===== config.mk =====
export PLATFORM = sky130hd
export DESIGN_NAME = dpc_codec
export DESIGN_NICKNAME = d
export VERILOG_FILES = /design/src/verilog/dpc_pkg.sv /design/src/verilog/dpc_page_map.sv /design/src/verilog/dpc_codec.sv
export SDC_FILE = /design/constraint.sdc
export NUM_CORES = 1
export LEC_CHECK = 0
export BUFFER_PORTS_ARGS = -buffer_cell sky130_fd_sc_hd__buf_2
export CORE_ASPECT_RATIO = 2
export CORE_MARGIN = 4
export CORE_UTILIZATION = 50
export DETAILED_ROUTE_END_ITERATION = 10
export PLACE_DENSITY = 0.67
export REMOVE_ABC_BUFFERS = 1
export SLEW_MARGIN = 20
export SYNTH_ARGS = -nofsm -noshare
export SYNTH_HDL_FRONTEND = slang
export SYNTH_SLANG_ARGS = --single-unit

===== constraint.sdc =====
create_clock -name aclk -period 8.35 [get_ports aclk]
set_input_delay 1.67 -clock aclk [delete_from_list [all_inputs] [get_ports aclk]]
set_output_delay 1.67 -clock aclk [all_outputs]
set_load 0.005 [all_outputs]

===== src/verilog/dpc_pkg.sv =====
// Constants for the parameter channel codec
package dpc_pkg;
  // Register bus
  localparam int AXI_ADDR_W = 8;
  localparam logic [7:0] REG_PARAM_ID  = 8'h00;
  localparam logic [7:0] REG_INDEX     = 8'h04;
  localparam logic [7:0] REG_VAL_HI    = 8'h08;
  localparam logic [7:0] REG_VAL_LO    = 8'h0C;
  localparam logic [7:0] REG_CTRL      = 8'h10;
  localparam logic [7:0] REG_STATUS    = 8'h14;
  localparam logic [7:0] REG_FULL_NUM  = 8'h18;
  localparam logic [7:0] REG_RESULT    = 8'h1C;
  localparam logic [7:0] REG_ACYC_LEN  = 8'h20;
  localparam logic [7:0] REG_S2S_CFG   = 8'h24;
  localparam logic [7:0] REG_PEER_ADDR = 8'h28;
  localparam logic [7:0] REG_CONN      = 8'h2C;
  localparam logic [1:0] RESP_OKAY     = 2'h0;
  localparam logic [1:0] RESP_SLVERR   = 2'h2;
  // Telegram field positions
  localparam int CODE_LSB  = 12;
  localparam int NUM_MSB   = 10;
  localparam int SUB_LSB   = 8;
  localparam int DOBJ_LSB  = 10;
  localparam int CIDX_MSB  = 9;
  // Request codes
  localparam logic [3:0] CODE_READ  = 4'h6;
  localparam logic [3:0] CODE_WRITE = 4'h7;
  // Page index codes and their number offsets
  localparam logic [7:0]  PAGE_0     = 8'h00;
  localparam logic [7:0]  PAGE_2K    = 8'h80;
  localparam logic [7:0]  PAGE_6K    = 8'h90;
  localparam logic [7:0]  PAGE_8K    = 8'h20;
  localparam logic [7:0]  PAGE_10K   = 8'hA0;
  localparam logic [7:0]  PAGE_20K   = 8'h50;
  localparam logic [7:0]  PAGE_30K   = 8'hF0;
  localparam logic [15:0] OFFSET_0   = 16'h0000;
  localparam logic [15:0] OFFSET_2K  = 16'h07D0;
  localparam logic [15:0] OFFSET_6K  = 16'h1770;
  localparam logic [15:0] OFFSET_8K  = 16'h1F40;
  localparam logic [15:0] OFFSET_10K = 16'h2710;
  localparam logic [15:0] OFFSET_20K = 16'h4E20;
  localparam logic [15:0] OFFSET_30K = 16'h7530;
  // Limits
  localparam logic [8:0] ACYC_MAX_BYTES = 9'h0F0;
  localparam logic [3:0] PDW_MAX        = 4'hC;
  localparam logic [2:0] LINK_MAX       = 3'h4;
  localparam int         LINKS          = 4;
  // Control and status bits, configuration fields
  localparam int CTRL_GO      = 0;
  localparam int ST_BUSY      = 0;
  localparam int ST_DONE      = 1;
  localparam int ST_ERR_CODE  = 2;
  localparam int ST_ERR_PAGE  = 3;
  localparam int ST_ERR_LEN   = 4;
  localparam int CFG_LINK_LSB = 0;
  localparam int CFG_PDW_LSB  = 4;
  // Reset values
  localparam logic [15:0] RST_WORD = 16'h0000;
  localparam logic [8:0]  RST_LEN  = 9'h000;
  localparam logic [31:0] RST_PEER = 32'h0000_0000;
endpackage


===== src/verilog/dpc_page_map.sv =====
// Page index to parameter number offset lookup
`timescale 1ns/1ps
`default_nettype none
module dpc_page_map (
  // Page index from the index word
  input  wire logic [7:0]  page_index,
  // Offset and legality
  output logic      [15:0] page_offset,
  output logic             page_valid
);
  // Fixed page table; any other code is unknown
  always_comb begin
    page_valid  = 1'b1;
    page_offset = dpc_pkg::OFFSET_0;
    case (page_index)
      dpc_pkg::PAGE_0:   page_offset = dpc_pkg::OFFSET_0;
      dpc_pkg::PAGE_2K:  page_offset = dpc_pkg::OFFSET_2K;
      dpc_pkg::PAGE_6K:  page_offset = dpc_pkg::OFFSET_6K;
      dpc_pkg::PAGE_8K:  page_offset = dpc_pkg::OFFSET_8K;
      dpc_pkg::PAGE_10K: page_offset = dpc_pkg::OFFSET_10K;
      dpc_pkg::PAGE_20K: page_offset = dpc_pkg::OFFSET_20K;
      dpc_pkg::PAGE_30K: page_offset = dpc_pkg::OFFSET_30K;
      default:           page_valid  = 1'b0;
    endcase
  end
endmodule
`default_nettype wire


===== src/verilog/dpc_codec.sv =====
// Parameter channel codec with register slave and parameter store port
// Summary of operation
// - request code sits in bits 15..12 of word one; 6 reads a field value.
// - number field sits in bits 10..0 of word one, page offset removed.
// - full number is field plus page offset; page 90 hex adds 6000.
// - subindex sits in bits 15..8 of word two; zero when not indexed.
// - request code 7 changes a field or word parameter value.
// - 32-bit value: bits 31..16 in word three, 15..0 in word four.
// - connector write: word four holds drive object 15..10, index 9..0.
// - publisher sends data straight to subscribers without the master.
// - slave-to-slave exchange only works with the fieldbus interface fitted.
// - at most twelve process data words per drive in slave exchange.
// - a publisher supports at most four slave-to-slave links.
// - peer addresses for slave exchange are readable in a parameter.
// - acyclic traffic runs beside cyclic data at lower priority.
// - acyclic read and write requests are limited to 240 bytes each.
`timescale 1ns/1ps
`default_nettype none
module dpc_codec (
  // Clock and reset
  input  wire logic        aclk,
  input  wire logic        aresetn,
  // Write address channel
  input  wire logic [7:0]  awaddr,
  input  wire logic        awvalid,
  output logic             awready,
  // Write data channel
  input  wire logic [31:0] wdata,
  input  wire logic [3:0]  wstrb,
  input  wire logic        wvalid,
  output logic             wready,
  // Write response channel
  output logic [1:0]       bresp,
  output logic             bvalid,
  input  wire logic        bready,
  // Read address channel
  input  wire logic [7:0]  araddr,
  input  wire logic        arvalid,
  output logic             arready,
  // Read data channel
  output logic [31:0]      rdata,
  output logic [1:0]       rresp,
  output logic             rvalid,
  input  wire logic        rready,
  // Parameter store
  output logic             store_valid,
  output logic             store_write,
  output logic [15:0]      store_number,
  output logic [7:0]       store_subindex,
  output logic [31:0]      store_value,
  input  wire logic        store_ready,
  input  wire logic [31:0] store_rdata,
  // Cyclic exchange and slave-to-slave
  input  wire logic        cyclic_active,
  input  wire logic        profibus_fitted_pin,
  output logic [3:0]       s2s_link_en,
  output logic [3:0]       s2s_pdw_limit
);
  typedef enum logic {DPC_IDLE, DPC_REQ} dpc_state_t;

  dpc_state_t  state;
  logic [15:0] param_id_word, index_word, value_high_word, value_low_word;
  logic [8:0]  acyc_len;
  logic [2:0]  link_count;
  logic [3:0]  pdw_count;
  logic [31:0] peer_address_list_param;
  logic        st_done, st_err_code, st_err_page, st_err_len;
  logic [31:0] result;
  logic        aw_full, w_full, fit_s1, fit_s2;
  logic [7:0]  awaddr_q;
  logic [31:0] wdata_q, wr_merged, wr_bits, rd_word;
  logic [3:0]  wstrb_q;
  logic        do_write, wr_mapped, rd_mapped, start;
  logic [3:0]  request_code;
  logic [10:0] param_number_field;
  logic [15:0] page_offset, full_number;
  logic        page_valid, code_ok, len_ok;

  // Telegram field decode
  assign request_code       = param_id_word[15:dpc_pkg::CODE_LSB];
  assign param_number_field = param_id_word[dpc_pkg::NUM_MSB:0];
  assign full_number = 16'({5'h00, param_number_field}) + page_offset;
  assign code_ok = (request_code == dpc_pkg::CODE_READ) ||
                   (request_code == dpc_pkg::CODE_WRITE);
  assign len_ok  = (acyc_len <= dpc_pkg::ACYC_MAX_BYTES);

  dpc_page_map u_page (
    .page_index  (index_word[7:0]),
    .page_offset (page_offset),
    .page_valid  (page_valid)
  );

  // Byte lane merge
  function automatic logic [31:0] wmerge(input logic [31:0] old_v,
                                         input logic [31:0] new_v,
                                         input logic [3:0]  strb);
    logic [31:0] r;
    r = old_v;
    for (int b = 0; b < 4; b++) begin
      if (strb[b]) begin
        r[8*b +: 8] = new_v[8*b +: 8];
      end
    end
    return r;
  endfunction

  // Register readback by address
  function automatic logic [31:0] reg_value(input logic [7:0] a);
    logic [31:0] v;
    v = 32'h0000_0000;
    case (a)
      dpc_pkg::REG_PARAM_ID:  v = {16'h0000, param_id_word};
      dpc_pkg::REG_INDEX:     v = {16'h0000, index_word};
      dpc_pkg::REG_VAL_HI:    v = {16'h0000, value_high_word};
      dpc_pkg::REG_VAL_LO:    v = {16'h0000, value_low_word};
      dpc_pkg::REG_STATUS:    v = {27'h0000000, st_err_len, st_err_page,
                                   st_err_code, st_done, (state == DPC_REQ)};
      dpc_pkg::REG_FULL_NUM:  v = {8'h00, index_word[15:dpc_pkg::SUB_LSB],
                                   full_number};
      dpc_pkg::REG_RESULT:    v = result;
      dpc_pkg::REG_ACYC_LEN:  v = {23'h000000, acyc_len};
      dpc_pkg::REG_S2S_CFG:   v = {24'h000000, pdw_count, 1'b0, link_count};
      dpc_pkg::REG_PEER_ADDR: v = peer_address_list_param;
      dpc_pkg::REG_CONN:      v = {10'h000, value_low_word[15:dpc_pkg::DOBJ_LSB],
                                   6'h00, value_low_word[dpc_pkg::CIDX_MSB:0]};
      default:                v = 32'h0000_0000;
    endcase
    return v;
  endfunction

  // Address legality
  function automatic logic is_mapped(input logic [7:0] a);
    return (a[1:0] == 2'h0) && (a <= dpc_pkg::REG_CONN);
  endfunction

  // Write path helpers
  assign do_write  = aw_full && w_full && !bvalid;
  assign wr_mapped = is_mapped(awaddr_q);
  assign wr_bits   = wmerge(32'h0000_0000, wdata_q, wstrb_q);
  assign start     = do_write && (awaddr_q == dpc_pkg::REG_CTRL) &&
                     wr_bits[dpc_pkg::CTRL_GO] && (state == DPC_IDLE);
  assign awready   = !aw_full;
  assign wready    = !w_full;
  assign arready   = !rvalid;

  // Address and data taken in either order
  always_ff @(posedge aclk) begin
    if (!aresetn) begin
      aw_full  <= 1'b0;
      w_full   <= 1'b0;
      awaddr_q <= 8'h00;
      wdata_q  <= 32'h0000_0000;
      wstrb_q  <= 4'h0;
    end else begin
      if (awvalid && awready) begin
        aw_full  <= 1'b1;
        awaddr_q <= awaddr;
      end else if (do_write) begin
        aw_full <= 1'b0;
      end
      if (wvalid && wready) begin
        w_full  <= 1'b1;
        wdata_q <= wdata;
        wstrb_q <= wstrb;
      end else if (do_write) begin
        w_full <= 1'b0;
      end
    end
  end

  // Write response
  always_ff @(posedge aclk) begin
    if (!aresetn) begin
      bvalid <= 1'b0;
      bresp  <= dpc_pkg::RESP_OKAY;
    end else if (do_write) begin
      bvalid <= 1'b1;
      bresp  <= wr_mapped ? dpc_pkg::RESP_OKAY : dpc_pkg::RESP_SLVERR;
    end else if (bready) begin
      bvalid <= 1'b0;
    end
  end

  // Read data
  // Readback and merge in a process, so any register change re-evaluates them
  always_comb begin
    rd_word   = reg_value(araddr);
    wr_merged = wmerge(reg_value(awaddr_q), wdata_q, wstrb_q);
  end
  assign rd_mapped = is_mapped(araddr);
  always_ff @(posedge aclk) begin
    if (!aresetn) begin
      rvalid <= 1'b0;
      rdata  <= 32'h0000_0000;
      rresp  <= dpc_pkg::RESP_OKAY;
    end else if (arvalid && arready) begin
      rvalid <= 1'b1;
      rdata  <= rd_word;
      rresp  <= rd_mapped ? dpc_pkg::RESP_OKAY : dpc_pkg::RESP_SLVERR;
    end else if (rready) begin
      rvalid <= 1'b0;
    end
  end

  // Telegram words and acyclic length
  always_ff @(posedge aclk) begin
    if (!aresetn) begin
      param_id_word   <= dpc_pkg::RST_WORD;
      index_word      <= dpc_pkg::RST_WORD;
      value_high_word <= dpc_pkg::RST_WORD;
      value_low_word  <= dpc_pkg::RST_WORD;
      acyc_len        <= dpc_pkg::RST_LEN;
    end else if (do_write) begin
      case (awaddr_q)
        dpc_pkg::REG_PARAM_ID: param_id_word   <= wr_merged[15:0];
        dpc_pkg::REG_INDEX:    index_word      <= wr_merged[15:0];
        dpc_pkg::REG_VAL_HI:   value_high_word <= wr_merged[15:0];
        dpc_pkg::REG_VAL_LO:   value_low_word  <= wr_merged[15:0];
        dpc_pkg::REG_ACYC_LEN: acyc_len        <= wr_merged[8:0];
        default: ;
      endcase
    end
  end

  // Slave-to-slave configuration with clamped limits
  always_ff @(posedge aclk) begin
    if (!aresetn) begin
      link_count              <= 3'h0;
      pdw_count               <= 4'h0;
      peer_address_list_param <= dpc_pkg::RST_PEER;
    end else if (do_write && (awaddr_q == dpc_pkg::REG_S2S_CFG)) begin
      link_count <= (wr_merged[dpc_pkg::CFG_LINK_LSB +: 3] > dpc_pkg::LINK_MAX) ?
                    dpc_pkg::LINK_MAX : wr_merged[dpc_pkg::CFG_LINK_LSB +: 3];
      pdw_count  <= (wr_merged[dpc_pkg::CFG_PDW_LSB +: 4] > dpc_pkg::PDW_MAX) ?
                    dpc_pkg::PDW_MAX : wr_merged[dpc_pkg::CFG_PDW_LSB +: 4];
    end else if (do_write && (awaddr_q == dpc_pkg::REG_PEER_ADDR)) begin
      peer_address_list_param <= wr_merged;
    end
  end

  // Interface-fitted pin synchroniser
  always_ff @(posedge aclk) begin
    if (!aresetn) begin
      fit_s1 <= 1'b0;
      fit_s2 <= 1'b0;
    end else begin
      fit_s1 <= profibus_fitted_pin;
      fit_s2 <= fit_s1;
    end
  end

  // Per-link publish enables, only with the interface fitted
  for (genvar i = 0; i < dpc_pkg::LINKS; i++) begin : g_link
    assign s2s_link_en[i] = fit_s2 && (3'(i) < link_count);
  end
  assign s2s_pdw_limit = fit_s2 ? pdw_count : 4'h0;

  // Request sequencer toward the parameter store
  always_ff @(posedge aclk) begin
    if (!aresetn) begin
      state          <= DPC_IDLE;
      store_write    <= 1'b0;
      store_number   <= 16'h0000;
      store_subindex <= 8'h00;
      store_value    <= 32'h0000_0000;
      result         <= 32'h0000_0000;
    end else begin
      unique case (state)
        DPC_IDLE: begin
          if (start && code_ok && page_valid && len_ok) begin
            state          <= DPC_REQ;
            store_write    <= (request_code == dpc_pkg::CODE_WRITE);
            store_number   <= full_number;
            store_subindex <= index_word[15:dpc_pkg::SUB_LSB];
            store_value    <= (request_code == dpc_pkg::CODE_WRITE) ?
                              {value_high_word, value_low_word} :
                              32'h0000_0000;
          end
        end
        DPC_REQ: begin
          if (store_valid && store_ready) begin
            state <= DPC_IDLE;
            if (!store_write) begin
              result <= store_rdata;
            end
          end
        end
      endcase
    end
  end

  // Cyclic data always goes first
  assign store_valid = (state == DPC_REQ) && !cyclic_active;

  // Sticky status; a set in the clearing cycle wins
  always_ff @(posedge aclk) begin
    if (!aresetn) begin
      st_done     <= 1'b0;
      st_err_code <= 1'b0;
      st_err_page <= 1'b0;
      st_err_len  <= 1'b0;
    end else begin
      if (do_write && (awaddr_q == dpc_pkg::REG_STATUS)) begin
        st_done     <= st_done     && !wr_bits[dpc_pkg::ST_DONE];
        st_err_code <= st_err_code && !wr_bits[dpc_pkg::ST_ERR_CODE];
        st_err_page <= st_err_page && !wr_bits[dpc_pkg::ST_ERR_PAGE];
        st_err_len  <= st_err_len  && !wr_bits[dpc_pkg::ST_ERR_LEN];
      end
      if (store_valid && store_ready) begin
        st_done <= 1'b1;
      end
      if (start && !code_ok) begin
        st_err_code <= 1'b1;
      end
      if (start && !page_valid) begin
        st_err_page <= 1'b1;
      end
      if (start && !len_ok) begin
        st_err_len <= 1'b1;
      end
    end
  end
endmodule
`default_nettype wire


# Yosys cells after proc, flatten, opt, wreduce, memory -nomap -nowiden
# Cells that the tools add are included.
# classes
addsub	1
magnitude_cmp	9
n_eq_ne	31
muxes	33
n_bitwise	3
reduce_logical	66
# ops
operator	count
case mux 32 bit (11 select lines)	2
case mux 15 bit (6 select lines)	1
== test 8 x 6 -> 1 bit, second input constant	9
== test 8 x 5 -> 1 bit, second input constant	7
== test 8 x 4 -> 1 bit, second input constant	4
== test 8 bit, second input constant	4
2-to-1 mux 32 bit	1
2-to-1 mux 8 bit	4
logical AND 1 bit	29
logical NOT 8 bit	3
2-to-1 mux 1 bit	18
adder 11 x 16 -> 16 bit	1
== test 8 x 3 -> 1 bit, second input constant	2
<= comparator 8 x 6 -> 1 bit, second input constant	2
nonzero test 2 bit	8
AND reduction 2 bit	7
logical NOT 1 bit	12
<= comparator 9 x 8 -> 1 bit, second input constant	1
AND reduction 3 bit	3
== test 4 x 3 -> 1 bit, second input constant	2
== test 8 x 7 -> 1 bit, second input constant	1
2-to-1 mux 4 bit	2
OR reduction 7 bit	1
less-than comparator 1 x 3 -> 1 bit, first input constant	2
other kinds (11)	17
# word_totals
register_bits	292
in_bits	94
output_inout_bits	107

# Depth between registers and ports, before layout
# logic_depth
ltp_word	10
depth_mapped	13
mapped_depth_nobuf	11

# Cells and area by module
# Synthesis repeated with hierarchy kept, for this count alone.
# unflattened
hier_cells	1632
hier_area_um2	13190.2
# by_module_without_submodules
mod	n_inst	cells_each	area_each_um2	seq_area_each_um2
dpc_codec	1	1592	12857.3	5805.6
dpc_page_map	1	40	332.8	0.0

# Worst setup path before layout
# Ideal clock, no wire load.
# synth_timing
kind	input-to-output
from	in cyclic_active
to	out store_valid
t_arrival_ps	1816
t_required_ps	6680
setup_slack_ps	4864
cell_stages	1
n_path_buf	0
path_cell_list	nor2b_1
# synth_via
elab_chain_cells	2
# synth_rtl
item	line_no	text
from (decl)	dpc_codec.sv:54	input wire logic cyclic_active,
logical NOT 1 bit	dpc_codec.sv:293	assign store_valid = (state == DPC_REQ) && !cyclic_active;
logical AND 1 bit	dpc_codec.sv:293	
to (decl)	dpc_codec.sv:46	output logic store_valid,
# Every way passes these cells.

# Final worst setup path
# layout_timing
from	in araddr[3]
to	reg rdata[16]
# layout_via
elab_chain_cells	2
word_cells_on_any_way	12
cone_classes	10 x eq/ne; 1 x mux; 1 x reduce/logical
# layout_rtl
item	line_no	text
from (decl)	dpc_codec.sv:37	input wire logic [7:0] araddr,
== test 8 x 6 -> 1 bit (tied with other cells)	dpc_codec.sv:111	case (a)
case mux 32 bit (11 select lines) (*)	dpc_codec.sv:111	
to (signal assigned)	dpc_codec.sv:198	rdata <= rd_word;
to (decl)	dpc_codec.sv:41	output logic [31:0] rdata,
# Every way passes the cells marked *; elsewhere a longest branch is shown, timed or not.
# A chain may end at the register's enable or synchronous reset.

==> metrics.cfg <==
[placement]
gp_congestion=1.053
place_area_sq_um=14680
dpl.hpwl_mm=38.84
io_buffers=198

[sta]
min_period_ps=3970
rsz0062_at_grt=no
fmax_ghz=0.2519
hold_violations=0
worst_slew_pin_slew_ps=1204
fin_tns_setup_ps=0
max-slew-margin-rel_pct=19.42
finalCritPeriodShare_pct=47.55
fin_worst_skew_ps=14.02
slew_violations=0
finalSetupViolCount=0

[logic_synthesis]
synth_top_area_share_pct=42.72
seq_area_frac_synth_pct=42.72
yosysMostFrequentCell=nand2_1
syn_area_sq_um=13590
synth_largest_area_cell=dfxtp_1
async_flop_share_pct=0
synth_cells=1742
synth_area_leaders=dfxtp_1 (43%), nand2_1 (10%), a21oi_1 (9.5%)
synthDistinctLibCells=79
synth_edf_count=0
ys_ff_latch=290
synth_flop_cell=dfxtp_1
yosys_warnings=0
syn_area_per_cell_sq_um=7.801
ys_top_cells_by_count=nand2_1 (375), dfxtp_1 (290), a21oi_1 (259), clkbuf_1 (112), nor2_1 (109)

[worst_setup_path]
setup.worst_path.end_class=flip-flop
cp_max_fo=34
cp.required_ps=8820
critPathKind=input port to flip-flop
start_kind=input port
worstReg2RegStart=index_word[5]
cp.arrival_ps=4440
startpoint=araddr[3]

[min_path]
hold_path.class=flip-flop to flip-flop
hp-start=fit_s1

[layout]
seqCellArea_sq_um=5807
n_antenna_cell=0
drive_gt1_share_pct=16.55
syn_to_final_growth_pct=14.38
final_nets=1952
multi_input_area_sq_um=7154
stdcell_area_sq_um=15540
n_fill_cell=2540

[drt]
vias=14020
wirelength_mm=54.50
ant_nets=0
drc_errors=0
dr.first_iter.drc_count=1583
viasPerCell=6.329
wl_per_cell_microns=24.60
drt-pass1-iter-count=7

[clock_network]
post_cts_buffers=0
cts_root_buf=clkbuf_16
cts_resized=0
insertion_delay_ps=550
cts_hold_buf=0
clock_sink_count=290
cts_made_buffers=26
cts_tree=done
htreeDepth=1
clkTransAtPathRegs_ps=70
clock_path_buffers=3

[floorplan]
io-pin-count=201
coreArea_sq_um=26910
die_h_microns=241.1
die_w_microns=124.6
design.die.area_sq_um=30040
rows=85
initial_core_util_pct=50.50

[global_route]
grt-ovfl-total=0
grt_pass1_vias=13280
antenna_found_initial=0
grt_usage_pct=34.82
grt_pass1_wl_mm=81.01
grt_max_degree=157

[pwr]
power_mw=2.893
powerDensity_nw_per_um2=186.2
peakVddDrop_mv=0.1932
power.leakage_nw=5.649

[job]
cap_violations=0

[outcome]
status=complete, no violations

-- layout make-up --
cell class / instances / share of cell area, %
timing repair buffer: 225 / 7.760
inverter: 20 / 0.5152
clock buffer: 35 / 4.798
sequential: 290 / 37.36
clock inverter: 10 / 0.7406
tap: 348 / 2.801
multi-input combinational: 1287 / 46.03
-- stage by stage --
| stage | utilization [%] | hold slack, ps | instances | setup slack (ps) |
|---|---|---|---|---|
| 2_1_floorplan | - | 411.8 | 1597 | 1763 |
| 3_3_place_gp | 54.57 | 418.0 | 2170 | 4039 |
| 3_5_place_dp | 54.57 | 424.3 | 2170 | 3986 |
| 4_1_cts | 57.77 | 439.0 | 2215 | 4498 |
| 5_1_grt | 57.77 | 462.6 | 2215 | 4271 |
| 6_report | 57.77 | 435.1 | 2215 | 4380 |
-- critical path, cell delays in order --
cell	delay, ps
buf_2	650
or4b_1	590
nor2_2	910
a222oi_1	200
a21o_1	220
a21oi_1	150
-- flip-flops by register name (all words and copies together) (netlist names), 3 cells and up --
register                 flops
acyc_len                     9
awaddr_q                     8
index_word                  16
link_count                   3
param_id_word               16
pdw_count                    4
peer_address_list_param     32
rdata                       32
result                      32
store_number                16
store_subindex               8
store_value                 32
value_high_word             16
value_low_word              16
wdata_q                     32
wstrb_q                      4
-- path summary, 6_finish.rpt --
kind                        to  slack (ps)  depth (start not counted)
hold reg to reg         fit_s2         440                          1
hold / removal          fit_s2         440                          1
setup reg to reg  pdw_count[0]        4450                         11
setup / recovery     rdata[16]        4380                          6
-- kinds of logic after synthesis --
group                    share of synthesized area [%]
AO/OA/AOI/OAI                                    23.77
XOR/XNOR                                        0.3868
adder cells (fa/ha/maj)                         0.7918
buffers and inverters                            4.953
flip-flops                                       42.72
multiplexers                                     3.803
other                                          0.02760
AND/OR/NAND/NOR                                  23.54
-- report_power, final --
part           switching [mW]  leakage [nW]  total (mW)  internal, mW
clock                   0.539         0.427        1.23         0.689
combinational           0.169          2.88       0.237        0.0677
sequential             0.0278          2.34        1.43          1.40
total                   0.736          5.65        2.89          2.16
-- cells in the final DEF, fill, tap and decap left out, types with 7 or more instances in the layout --
cell type  netlist  layout
a222oi_1        11      11
nand3b_1         8       8
a211oi_1        17      17
o21ai_0         76      76
ha_1             7       7
and2_1          11      11
and3_1          11      11
inv_1           19      19
o2bb2ai_1        8       8
nand2_1        375     375
mux2i_1         37      37
a21oi_1        259     259
a22oi_1         29      29
a31oi_1          9       9
buf_2           22     198
nor3_1          29      28
mux2_2           9       9
or3_1            7       7
nand2b_1         8       8
a221oi_1         9       9
clkbuf_16        0      27
nor2b_1         15      14
a22o_1          18      18
dfxtp_1        290     289
a21o_1          10      10
buf_4            6      26
a32oi_1         18      18
nor2_1         109     103
nand3_1         84      84
-- per-layer routing --
metal  up-vias  share of wire (%)  global-route usage (%)  wire, microns
met3       207                8.3                   5.050           4508
met1      6576                 36                   40.24          19540
met4         0                6.9                   21.55           3779
li1       6391                  -                       -              -
met2       845                 49                   60.64          26670
met5         -                  0                       0              0
No activity file was read; power rests on OpenSTA's default activity.
